==> config.mk <==
export PLATFORM = sky130hd
export DESIGN_NAME = pnfc_ctrl
export DESIGN_NICKNAME = d
export VERILOG_FILES = /design/src/pnfc_pkg.sv /design/src/pnfc_ctrl.sv /design/src/pnfc_sync.sv
export SDC_FILE = /design/constraint.sdc
export NUM_CORES = 1
export LEC_CHECK = 0
export ABC_AREA = 1
export BUFFER_PORTS_ARGS = -buffer_cell sky130_fd_sc_hd__clkbuf_2
export CAP_MARGIN = 0
export CORE_MARGIN = 2
export CORE_UTILIZATION = 49
export CTS_CLUSTER_DIAMETER = 100
export DETAILED_ROUTE_END_ITERATION = 10
export MAX_ROUTING_LAYER = met4
export PLACE_DENSITY_LB_ADDON = 0.08
export SLEW_MARGIN = 20
export SYNTH_ARGS = -nofsm -noshare
export SYNTH_HDL_FRONTEND = slang
export SYNTH_HIERARCHICAL = 1
export SYNTH_SLANG_ARGS = --single-unit
==> constraint.sdc <==
create_clock -name sys_clk -period 1.9 [get_ports sys_clk]
set_input_delay 0.38 -clock sys_clk [delete_from_list [all_inputs] [get_ports sys_clk]]
set_output_delay 0.38 -clock sys_clk [all_outputs]
set_load 0.1 [all_outputs]
==> src/pnfc_pkg.sv <==
// package: constants for the parallel nor flash host controller
package pnfc_pkg;
    localparam int ADDR_W = 20;
    localparam int DATA_W = 16;
    // bus timing, ns at 200 MHz (5 ns period)
    localparam int CLK_NS = 5;
    localparam int ACCESS_NS = 70;
    localparam int WE_PULSE_NS = 35;
    localparam int RECOVER_NS = 20;
    localparam int RESET_PULSE_NS = 500;
    localparam logic [7:0] ACCESS_CYC = 8'((ACCESS_NS + CLK_NS - 1) / CLK_NS);
    localparam logic [7:0] WE_CYC = 8'((WE_PULSE_NS + CLK_NS - 1) / CLK_NS);
    localparam logic [7:0] REC_CYC = 8'((RECOVER_NS + CLK_NS - 1) / CLK_NS);
    localparam logic [7:0] RST_CYC =
        8'((RESET_PULSE_NS + CLK_NS - 1) / CLK_NS);
    // command cycle addresses and data (word mode)
    localparam logic [19:0] UNLOCK_A1 = 20'h0_0555;
    localparam logic [19:0] UNLOCK_A2 = 20'h0_02AA;
    localparam logic [15:0] UNLOCK_D1 = 16'h00AA;
    localparam logic [15:0] UNLOCK_D2 = 16'h0055;
    localparam logic [15:0] CMD_PROGRAM = 16'h00A0;
    localparam logic [15:0] CMD_RESET = 16'h00F0;
    // user operation codes
    localparam logic [2:0] OP_READ = 3'h0;
    localparam logic [2:0] OP_PROGRAM = 3'h1;
    localparam logic [2:0] OP_WRITE = 3'h2;
    localparam logic [2:0] OP_HWRESET = 3'h3;
    localparam logic [2:0] OP_SWRESET = 3'h4;
    // status bit positions
    localparam int POLL_BIT = 7;
    localparam int TOGGLE_BIT = 6;
    localparam int TIMEOUT_BIT = 5;
endpackage : pnfc_pkg

==> src/pnfc_ctrl.sv <==
// module: host controller driving a parallel nor flash over its pins
// Contract
// 20 address lines, byte mode adds lsb; code drives it on dq15 in write cycles only, byte reads leave it floating
// word 16 bits, byte 8 bits
// byte mode leaves data 14..8 undriven
// width select low means byte mode
// chip select high floats bus
// write only with output enable high
// host asserts output enable only reading
// reset low aborts program or erase
// device in standby while reset low
// ready busy low while busy
// program is four write cycles
// bypass program needs two cycles
// erase preprograms then erases internally
// protected sectors refuse changes
// erase may be suspended and resumed
// device latches command address and data
// bit7 polls, bit6 toggles while busy
// writes ignored on low supply
// automatic sleep after stable address
// read: chip and output enable low
// read array after reset
// status read during program or erase
// timeout bit needs reset to recover
// bad sequence discarded by device
`timescale 1ns/1ps
module pnfc_ctrl
    import pnfc_pkg::*;
(
    input wire logic sys_clk, // 200 MHz clock
    input wire logic sys_rst, // sync reset, high
    input wire logic reqValid, // start an operation, pulse
    input wire logic [2:0] reqOp, // operation code
    input wire logic reqByte, // 1 = byte mode transfer
    input wire logic reqBypass, // program in unlock bypass
    input wire logic [20:0] reqAddr, // byte addr [0] or word [19:0]
    input wire logic [15:0] reqData, // write data
    output logic reqReady, // idle, may take request
    output logic rspValid, // answer pulse
    output logic [15:0] rspData, // read data
    output logic rspTimeout, // program failed on timeout bit
    output logic [19:0] flashAddr, // address pins
    output logic [15:0] flashDqOut, // data pins out
    output logic [15:0] flashDqOe, // per-pin drive enable
    input wire logic [15:0] flashDqIn, // data pins in
    output logic flashWidthSelN, // width_select_n
    output logic flashChipSelN, // chip_select_n
    output logic flashOutEnN, // output_enable_n
    output logic flashWriteEnN, // write_enable_n
    output logic flashHwResetN, // hw_reset_n
    input wire logic flashReadyBusyN // ready_busy_n, pulled up
);
    typedef enum logic [6:0] {
        S_IDLE = 7'b000_0001,
        S_WSET = 7'b000_0010,
        S_WPUL = 7'b000_0100,
        S_RD = 7'b000_1000,
        S_POLL = 7'b001_0000,
        S_RST = 7'b010_0000,
        S_DONE = 7'b100_0000
    } pnfc_state_e;

    pnfc_state_e state_q, state_d;
    logic [15:0] dqIn;
    logic rbN;
    logic [7:0] cnt_q;
    logic [1:0] step_q;
    logic [1:0] last_q;
    logic [2:0] op_q;
    logic byte_q;
    logic [20:0] addr_q;
    logic [15:0] data_q;
    logic prevTog_q;
    logic polling_q;

    ////////////////////////////////////////////////////////////////////
    pnfc_sync #(.W(17)) u_sync (
        .sys_clk(sys_clk),
        .sys_rst(sys_rst),
        .din({flashReadyBusyN, flashDqIn}),
        .dout({rbN, dqIn})
    );

    // command cycle contents by step
    function automatic logic [35:0] cmdCycle(input logic [1:0] s,
        input logic [1:0] last, input logic [2:0] op,
        input logic [19:0] a, input logic [15:0] d);
        logic [35:0] r;
        r = {a, d};
        if (op == OP_SWRESET) r = {20'h0_0000, CMD_RESET};
        else if (s == last) r = {a, d};
        else if (s == 2'd0 && last == 2'd3) r = {UNLOCK_A1, UNLOCK_D1};
        else if (s == 2'd1) r = {UNLOCK_A2, UNLOCK_D2};
        else r = {UNLOCK_A1, CMD_PROGRAM};
        // bypass: only the program command then data
        if (last == 2'd1 && s == 2'd0) r = {20'h0_0000, CMD_PROGRAM};
        return r;
    endfunction : cmdCycle

    wire [35:0] cyc = cmdCycle(step_q, last_q, op_q, addr_q[20:1],
        data_q);
    wire [19:0] cycAddr = byte_q && step_q == last_q ? addr_q[20:1]
        : cyc[35:16];
    wire [19:0] rdAddr = byte_q ? addr_q[20:1] : addr_q[19:0];
    wire [19:0] wrAddr = (step_q == last_q && !byte_q) ? addr_q[19:0]
        : cycAddr;
    wire toggled = dqIn[TOGGLE_BIT] ^ prevTog_q;
    wire pollDone = !toggled && rbN;
    wire timedOut = toggled && dqIn[TIMEOUT_BIT];
    wire cntZero = cnt_q == 8'h00;
    wire [1:0] lastSel = reqOp == OP_PROGRAM ?
        (reqBypass ? 2'd1 : 2'd3) : 2'd0; // see R11

    ////////////////////////////////////////////////////////////////////
    always_comb begin
        state_d = state_q;
        case (state_q)
            S_IDLE: begin
                if (reqValid && reqReady) begin
                    if (reqOp == OP_READ) state_d = S_RD;
                    else if (reqOp == OP_HWRESET) state_d = S_RST;
                    else state_d = S_WSET;
                end
            end
            S_WSET: if (cntZero) state_d = S_WPUL;
            S_WPUL: begin
                if (cntZero && step_q == last_q)
                    state_d = op_q == OP_PROGRAM ? S_POLL : S_DONE;
                else if (cntZero) state_d = S_WSET;
            end
            S_RD: if (cntZero) state_d = polling_q ? S_POLL : S_DONE;
            S_POLL: if (cntZero) state_d = S_RD;
            S_RST: if (cntZero) state_d = S_DONE;
            S_DONE: state_d = S_IDLE;
            default: state_d = S_IDLE;
        endcase
    end

    always_ff @(posedge sys_clk) begin
        if (sys_rst) state_q <= S_IDLE;
        else state_q <= state_d;
    end

    always_ff @(posedge sys_clk) begin
        if (sys_rst) begin
            cnt_q <= 8'h00;
            step_q <= 2'd0;
            last_q <= 2'd0;
            op_q <= OP_READ;
            byte_q <= 1'b0;
            addr_q <= '0;
            data_q <= '0;
            prevTog_q <= 1'b0;
            polling_q <= 1'b0;
            rspValid <= 1'b0;
            rspData <= '0;
            rspTimeout <= 1'b0;
        end else begin
            rspValid <= state_q == S_DONE;
            if (!cntZero) cnt_q <= cnt_q - 8'h01;
            case (state_q)
                S_IDLE: begin
                    if (reqValid && reqReady) begin
                        op_q <= reqOp;
                        byte_q <= reqByte;
                        addr_q <= reqAddr;
                        data_q <= reqData;
                        step_q <= 2'd0;
                        last_q <= lastSel;
                        polling_q <= 1'b0;
                        rspTimeout <= 1'b0;
                        cnt_q <= reqOp == OP_HWRESET ? RST_CYC : REC_CYC;
                        if (reqOp == OP_READ) cnt_q <= ACCESS_CYC;
                    end
                end
                S_WSET: if (cntZero) cnt_q <= WE_CYC;
                S_WPUL: begin
                    if (cntZero && step_q == last_q) begin
                        polling_q <= op_q == OP_PROGRAM;
                        cnt_q <= REC_CYC;
                    end else if (cntZero) begin
                        step_q <= step_q + 2'd1;
                        cnt_q <= REC_CYC;
                    end
                end
                S_RD: begin
                    if (cntZero) begin
                        rspData <= byte_q ? {8'h00, dqIn[7:0]} : dqIn;
                        prevTog_q <= dqIn[TOGGLE_BIT];
                        if (polling_q && pollDone) polling_q <= 1'b0;
                        if (polling_q && timedOut) begin
                            polling_q <= 1'b0;
                            rspTimeout <= 1'b1;
                        end
                        cnt_q <= polling_q ? REC_CYC : 8'h00;
                    end
                end
                S_POLL: if (cntZero) cnt_q <= ACCESS_CYC;
                default: ;
            endcase
        end
    end

    ////////////////////////////////////////////////////////////////////
    // pins are registered; write pulse only with output enable high
    wire wrPhase = state_q == S_WSET || state_q == S_WPUL;
    wire rdPhase = state_q == S_RD;
    wire [15:0] dqOeNext = !wrPhase ? 16'h0000
        : byte_q ? 16'h80FF : 16'hFFFF;
    wire [15:0] dqOutNext = byte_q
        ? {addr_q[0], 7'h00, cyc[7:0]} : cyc[15:0]; // see R1

    always_ff @(posedge sys_clk) begin
        if (sys_rst) begin
            flashAddr <= '0;
            flashDqOut <= '0;
            flashDqOe <= '0;
            flashWidthSelN <= 1'b1;
            flashChipSelN <= 1'b1;
            flashOutEnN <= 1'b1;
            flashWriteEnN <= 1'b1;
            flashHwResetN <= 1'b0;
            reqReady <= 1'b0;
        end else begin
            reqReady <= state_d == S_IDLE;
            flashAddr <= wrPhase ? wrAddr : rdAddr;
            flashDqOut <= dqOutNext;
            flashDqOe <= dqOeNext;
            flashWidthSelN <= !byte_q;
            flashChipSelN <= !(wrPhase || rdPhase); // see R5
            flashOutEnN <= !rdPhase;
            flashWriteEnN <= !(state_q == S_WPUL && !cntZero);
            flashHwResetN <= state_q != S_RST; // see R8
        end
    end
endmodule : pnfc_ctrl

==> src/pnfc_sync.sv <==
// module: two-flop synchroniser for pin inputs
`timescale 1ns/1ps
module pnfc_sync #(
    parameter int W = 1
) (
    input wire logic sys_clk, // system clock
    input wire logic sys_rst, // sync reset, high
    input wire logic [W-1:0] din, // asynchronous input
    output logic [W-1:0] dout // synchronised output
);
    logic [W-1:0] meta_q;
    always_ff @(posedge sys_clk) begin
        if (sys_rst) begin
            meta_q <= '0;
            dout <= '0;
        end else begin
            meta_q <= din;
            dout <= meta_q;
        end
    end
endmodule : pnfc_sync

Word level (Yosys, flattened, before mapping)
Index checks and enable logic that the tools add are counted.

word-level totals
  flip-flop bits (word level) = 172
  output and inout bits = 76
  logic and storage cells = 135

cells by class
  $add $sub $neg = 2
  eq/ne operators = 24
  multiplexer cells = 50
  bitwise logic cells = 2
  reductions and logical operators = 32

operator list
  operator                                          number
  2-to-1 mux 36 bit                                 3
  2-to-1 mux 20 bit                                 4
  2-to-1 mux 7 bit                                  11
  2-to-1 mux 8 bit                                  7
  2-to-1 mux 27 bit                                 2
  one-hot mux 7 bit (6 select lines)                1
  one-hot mux 8 bit (5 select lines)                1
  2-to-1 mux 16 bit                                 2
  2-to-1 mux 15 bit                                 1
  == test 7 x 1 -> 1 bit, second input constant     2
  2-to-1 mux 6 bit                                  2
  logical AND 1 bit                                 11
  2-to-1 mux 2 bit                                  5
  inequality test 2 bit, second input constant      5
  zero test 8 bit                                   1
  AND reduction 4 bit                               2
  subtractor 8 x 1 -> 8 bit, second input constant  1
  == test 7 x 2 -> 1 bit, second input constant     1
  == test 7 x 3 -> 1 bit, second input constant     1
  == test 7 x 4 -> 1 bit, second input constant     1
  == test 7 x 5 -> 1 bit, second input constant     1
  == test 7 x 6 -> 1 bit, second input constant     1
  == test 7 bit, second input constant              1
  2-to-1 mux 1 bit                                  7
  other kinds (26)                                  36

Depth between registers and ports, before layout
  depth after elaboration = 9
  gate-level depth with buffers = 12
  gate-level depth less buffers = 12

Modules after synthesis
The synthesis kept the hierarchy.

by module, submodules not included
  module     times used  cells each  area each (sq um)  sequential area each (sq um)
  pnfc_ctrl  1           738         5377.7             2462.4
  pnfc_sync  1           106         985.9              680.7

Worst setup path after synthesis
OpenSTA, ideal clock, no wires.

  path kind = reg2reg
  start point = register reqReady
  end point = register addr_q[0]
  arrival time = 1920 ps
  required time = 1772 ps
  slack = -148 ps
  cell stages (with the launch flop) = 7
  path buffers = 1
  clock period less this slack = 2048 ps
  path through = dfxtp_1 > nand2_1 > nor2_8 > inv_2 > buf_2 > o21ai_0 > a21oi_1

on the way
  longest elaborated chain between the ends = 2

RTL lines
  what                                  RTL line          text
  from (decl)                           pnfc_ctrl.sv:39   output logic reqReady,
  from (signal assigned)                pnfc_ctrl.sv:224  reqReady <= 1'b0;
  from (signal assigned)                pnfc_ctrl.sv:226  reqReady <= state_d == S_IDLE;
  logical AND 1 bit                     pnfc_ctrl.sv:164  if (reqValid && reqReady) begin
  AND reduction 2 bit (no source line)  --
  to (signal assigned)                  pnfc_ctrl.sv:167  addr_q <= reqAddr;
  to (decl)                             pnfc_ctrl.sv:72   logic [20:0] addr_q;

No other way between the ends.
A chain may end at the register's enable or synchronous reset.

Final worst setup path
  start point = register cnt_q[0]
  end point = register cnt_q[1]

on the way
  longest elaborated chain between the ends = 5
  elaborated cells between the ends (all ways) = 11
  those cells by class = 1 x add/sub; 8 x mux; 2 x reduce/logical

RTL lines
  what                                                          RTL line                            text
  from (decl)                                                   pnfc_ctrl.sv:67                     logic [7:0] cnt_q;
  from (signal assigned)                                        pnfc_ctrl.sv:161                    if (!cntZero) cnt_q <= cnt_q - 8'h01;
  from (signal assigned)                                        pnfc_ctrl.sv:173                    cnt_q <= reqOp == OP_HWRESET ? RST_CYC : REC_CYC;
  from (signal assigned)                                        pnfc_ctrl.sv:196                    cnt_q <= polling_q ? REC_CYC : 8'h00;
  subtractor 8 x 1 -> 8 bit or zero test 8 bit (tied branches)  pnfc_ctrl.sv:161, pnfc_ctrl.sv:111
  2-to-1 mux 8 bit                                              pnfc_ctrl.sv:161
  2-to-1 mux 8 bit                                              pnfc_ctrl.sv:182                    end else if (cntZero) begin
  2-to-1 mux 8 bit                                              pnfc_ctrl.sv:179                    if (cntZero && step_q == last_q) begin
  one-hot mux 8 bit (5 select lines) (*)                        pnfc_ctrl.sv:162                    case (state_q)

Mark *: on every way between the ends. The rest lies on a longest branch, timed or not.

==> results.tsv <==
stage	metric	value	unit
clock_tree	clock latency at the later pin of the worst-skew pair	0.42	ns
yosys	Synth Warn #	6	
power_and_ir_drop	static power due to leakage	3.72	nW
timing	final critical-path required period	1.82	ns
yosys	number of enable flip-flop cells after synthesis	0	
min_path	Worst Hold Class	in -> reg	
global_route	GR peak layer	met2	
yosys	Most used DFF post-synth	sky130_fd_sc_hd__dfxtp_1	
critical_path	cell occurring most often along the worst timing path	sky130_fd_sc_hd__nand2_1	
timing	worst slew pin tran	0.599	ns
clock_tree	CTS tree	built	
clock_tree	Max Root-Sink Buffers	2	
job	count of maximum capacitance violations	0	
critical_path	class of the most critical setup path	reg -> reg	
yosys	FFs w/ async S/R, synth	0	
die	Die Outline Area	13900	um2
route	vias post-DR	5635	
critical_path	number of buffers and inverters on the critical path	4	
clock_tree	deepest level of the CTS H-tree	4	
global_route	largest net degree at the start of global routing	57	
timing	setup repair after global routing missed its margin	yes	
route	number of nets still failing antenna checks after routing	0	
die	starting utilization of the core area	0.502	
yosys	number of instances in the synthesized netlist	844	
global_route	initial antenna violation count	0	
timing	Max Clock Freq	551	MHz
yosys	adder-cell share of the synthesized area	0.00983	
power_and_ir_drop	Final Power	11.4	mW
timing	final worst hold slack	0.145	ns
place	I/O Buffers	137	
final_layout	fraction of layout cells with a size suffix above 1	0.223	
timing	clock skew after layout	0.00964	ns
yosys	xor/xnor share of the synthesized area	0.00551	
clock_tree	clock sink count	157	
place	final weighted congestion in routability-driven placement	0.879	
global_route	wire length of the first global-routing pass	24900	um
timing	final number of max-transition violations	0	
critical_path	Req. time, crit path	2.21	ns
timing	Setup violations, final	0	
die	std cell rows	41	
yosys	total nets after synthesis	911	
power_and_ir_drop	worst ir drop on vdd	618	uV
clock_tree	Num CTS Buffers	17	
yosys	register bit count reported by yosys	157	
critical_path	CP Data Arrival Time	2.13	ns
route	average wire per cell in the routed design	12.9	um
die	horizontal extent of the die	118	um
clock_tree	clock root cell	sky130_fd_sc_hd__clkbuf_16	
yosys	area fraction in and, or, nand and nor cells after synthesis	0.209	
power_and_ir_drop	power per cell area	1470	nW/um2
timing	Worst slew margin	0.601	
global_route	met2 routing resource usage after global routing	0.363	
critical_path	standard cell with the maximum stage delay on the critical path	sky130_fd_sc_hd__dfxtp_1	
outcome	status	finished clean	
route	Routed Wire Length	14800	um
yosys	fraction of the mapped netlist area in compound gates	0.154	
timing	period utilisation layout	0.955	
route	violation count after the first detailed-routing iteration	361	
global_route	GR Layer Usage met1	0.282	
yosys	portion of the post-synthesis area used by sequential elements	0.494	
yosys	leading post-synthesis cells by instance count	157 x sky130_fd_sc_hd__dfxtp_1, 128 x sky130_fd_sc_hd__nand2_1, 121 x sky130_fd_sc_hd__inv_1	
critical_path	crit-path max FO	6	
yosys	library cell with the largest summed area after synthesis	sky130_fd_sc_hd__dfxtp_1	
yosys	count of cell types in the netlist	33	
yosys	largest family of logic cells by synthesized area	simple AND/OR/NAND/NOR gates	
yosys	post-synthesis cell area	6360	um2
route	number of detailed-routing iterations run before antenna repair	5	
global_route	via count of the first global-routing pass	5316	
yosys	portion of synthesized cell area occupied by the leading cell type	0.494	
critical_path	series of cell instances along the critical path	inv_1 > ha_1 > nand2_1 > nor2_1 > buf_4 > nand2_1 > nand2_1 > nand3_1 > nand2_1 > inv_1 > nand2_1 > inv_1	
yosys	largest cells by area after synthesis	sky130_fd_sc_hd__dfxtp_1 49%, sky130_fd_sc_hd__nand2_1 7.6%, sky130_fd_sc_hd__inv_1 7.1%, sky130_fd_sc_hd__nor2_1 6.6%, sky130_fd_sc_hd__a21oi_1 6.5%	
critical_path	Critical Path Source Type	register	
die	core area	12700	um2
die	height of the chip	118	um
route	DRC violation count after routing	0	
route	Via-to-Cell Ratio	4.89	
final_layout	# diodes	0	
timing	Final Hold Violating Endpoints	0	
yosys	cell with the most instances after synthesis	sky130_fd_sc_hd__dfxtp_1	
clock_tree	Clock transition at path regs	0.07	ns
yosys	multiplexer share of the synthesized area	0	
critical_path	largest stage delay on the critical path	0.32	ns
critical_path	critical path endpoint category	register	
final_layout	Final nets	1035	
critical_path	cell class contributing the biggest share of worst-path delay	simple AND/OR/NAND/NOR gates	
final_layout	Area Growth Syn to Fin	22.6	%
global_route	aggregate global-route resource usage	0.226	
global_route	GRT overflow	0	
place	HPWL after detailed placement	10700	um
die	IO Count	138	
global_route	met3 routing resource usage after global routing	0.0533	
yosys	mean instance size in the synthesized netlist	7.54	um2
## per-stage QoR
step           cell area [um2]  setup WS, ns   util  std cells  TNS (ns)
2_1_floorplan             6360        0.0380      -        844         0
3_3_place_gp              7120         0.189  0.562       1119         0
3_5_place_dp              7120         0.121  0.562       1119         0
4_1_cts                   7770        0.0817  0.613       1151         0
5_1_grt                   7800       -0.0417  0.616       1153    -0.113
6_report                  7800        0.0848  0.616       1153         0
## cell families (layout without fill, tap and decap cells)
family                   Yosys count  after routing
AO/OA/AOI/OAI                    188            188
adder cells (fa/ha/maj)            5              5
buffers and inverters            180            317
XOR/XNOR                           4              4
AND/OR/NAND/NOR                  310            310
flip-flops                       157            157
## power by group
| group | internal [mW] | total [mW] | switching (mW) |
|---|---|---|---|
| sequential | 3.74 | 3.97 | 0.232 |
| combinational | 0.986 | 3.77 | 2.78 |
| clock | 2.25 | 3.69 | 1.44 |
## worst min-delay path: stages
cell                       delay [ns]
sky130_fd_sc_hd__clkbuf_2        0.08
sky130_fd_sc_hd__inv_1           0.04
sky130_fd_sc_hd__nor2_1          0.03
## per-layer routing
layer,up-vias,wire length (um)
met5,-,0
met1,2541,6810
met3,12,824
met2,183,7040
li1,2899,-
met4,0,161
## state kept, by name, indices dropped and copies added, names as in the netlist, 8 cells and up
name and flops:
flashDqOut 16, addr_q 21, flashAddr 20, u_sync/dout 17
cnt_q 8, rspData 16, u_sync/meta_q 17, data_q 16
## final timing paths
| kind | startpoint | end | slack (ns) | cells after the start |
|---|---|---|---|---|
| worst max-delay path | cnt_q[0] | cnt_q[1] | 0.08 | 12 |
| worst min-delay path | flashDqIn[9] | u_sync/meta_q[9] | 0.15 | 3 |
| worst max register to register | cnt_q[0] | cnt_q[1] | 0.08 | 12 |
| worst min register to register | u_sync/meta_q[3] | u_sync/dout[3] | 0.40 | 2 |
## repair_timing
item | CTS | global route
buffers inserted | 0 | 2
hold buffers | 0 | 0
resized for setup | 0 | 5
endpoints found under the setup margin | 0 | 16
## layout by cell type, fill, tap and decap left out, drive strengths merged, types with 2 or more instances in the layout
master / n
bufinv: 4
nand4: 3
nand3: 35
nor3: 12
a211oi: 10
a21oi: 83
xor2: 3
buf: 21
inv: 134
ha: 5
clkbuf: 154
nor2: 125
o21ai: 89
o211ai: 2
clkinvlp: 2
nand2: 133
dfxtp: 157
clkinv: 2
## layout make-up
cell class                      instances  area (um2)
Clock buffer                           17         425
Clock inverter                         15         221
Multi-Input combinational cell        507        2420
Inverter                              127         480
Tap cell                              172         215
Timing Repair Buffer                  158         897
Sequential cell                       157        3140
Fill cell                            1204        4870
Power figures use the tool's default switching activity.
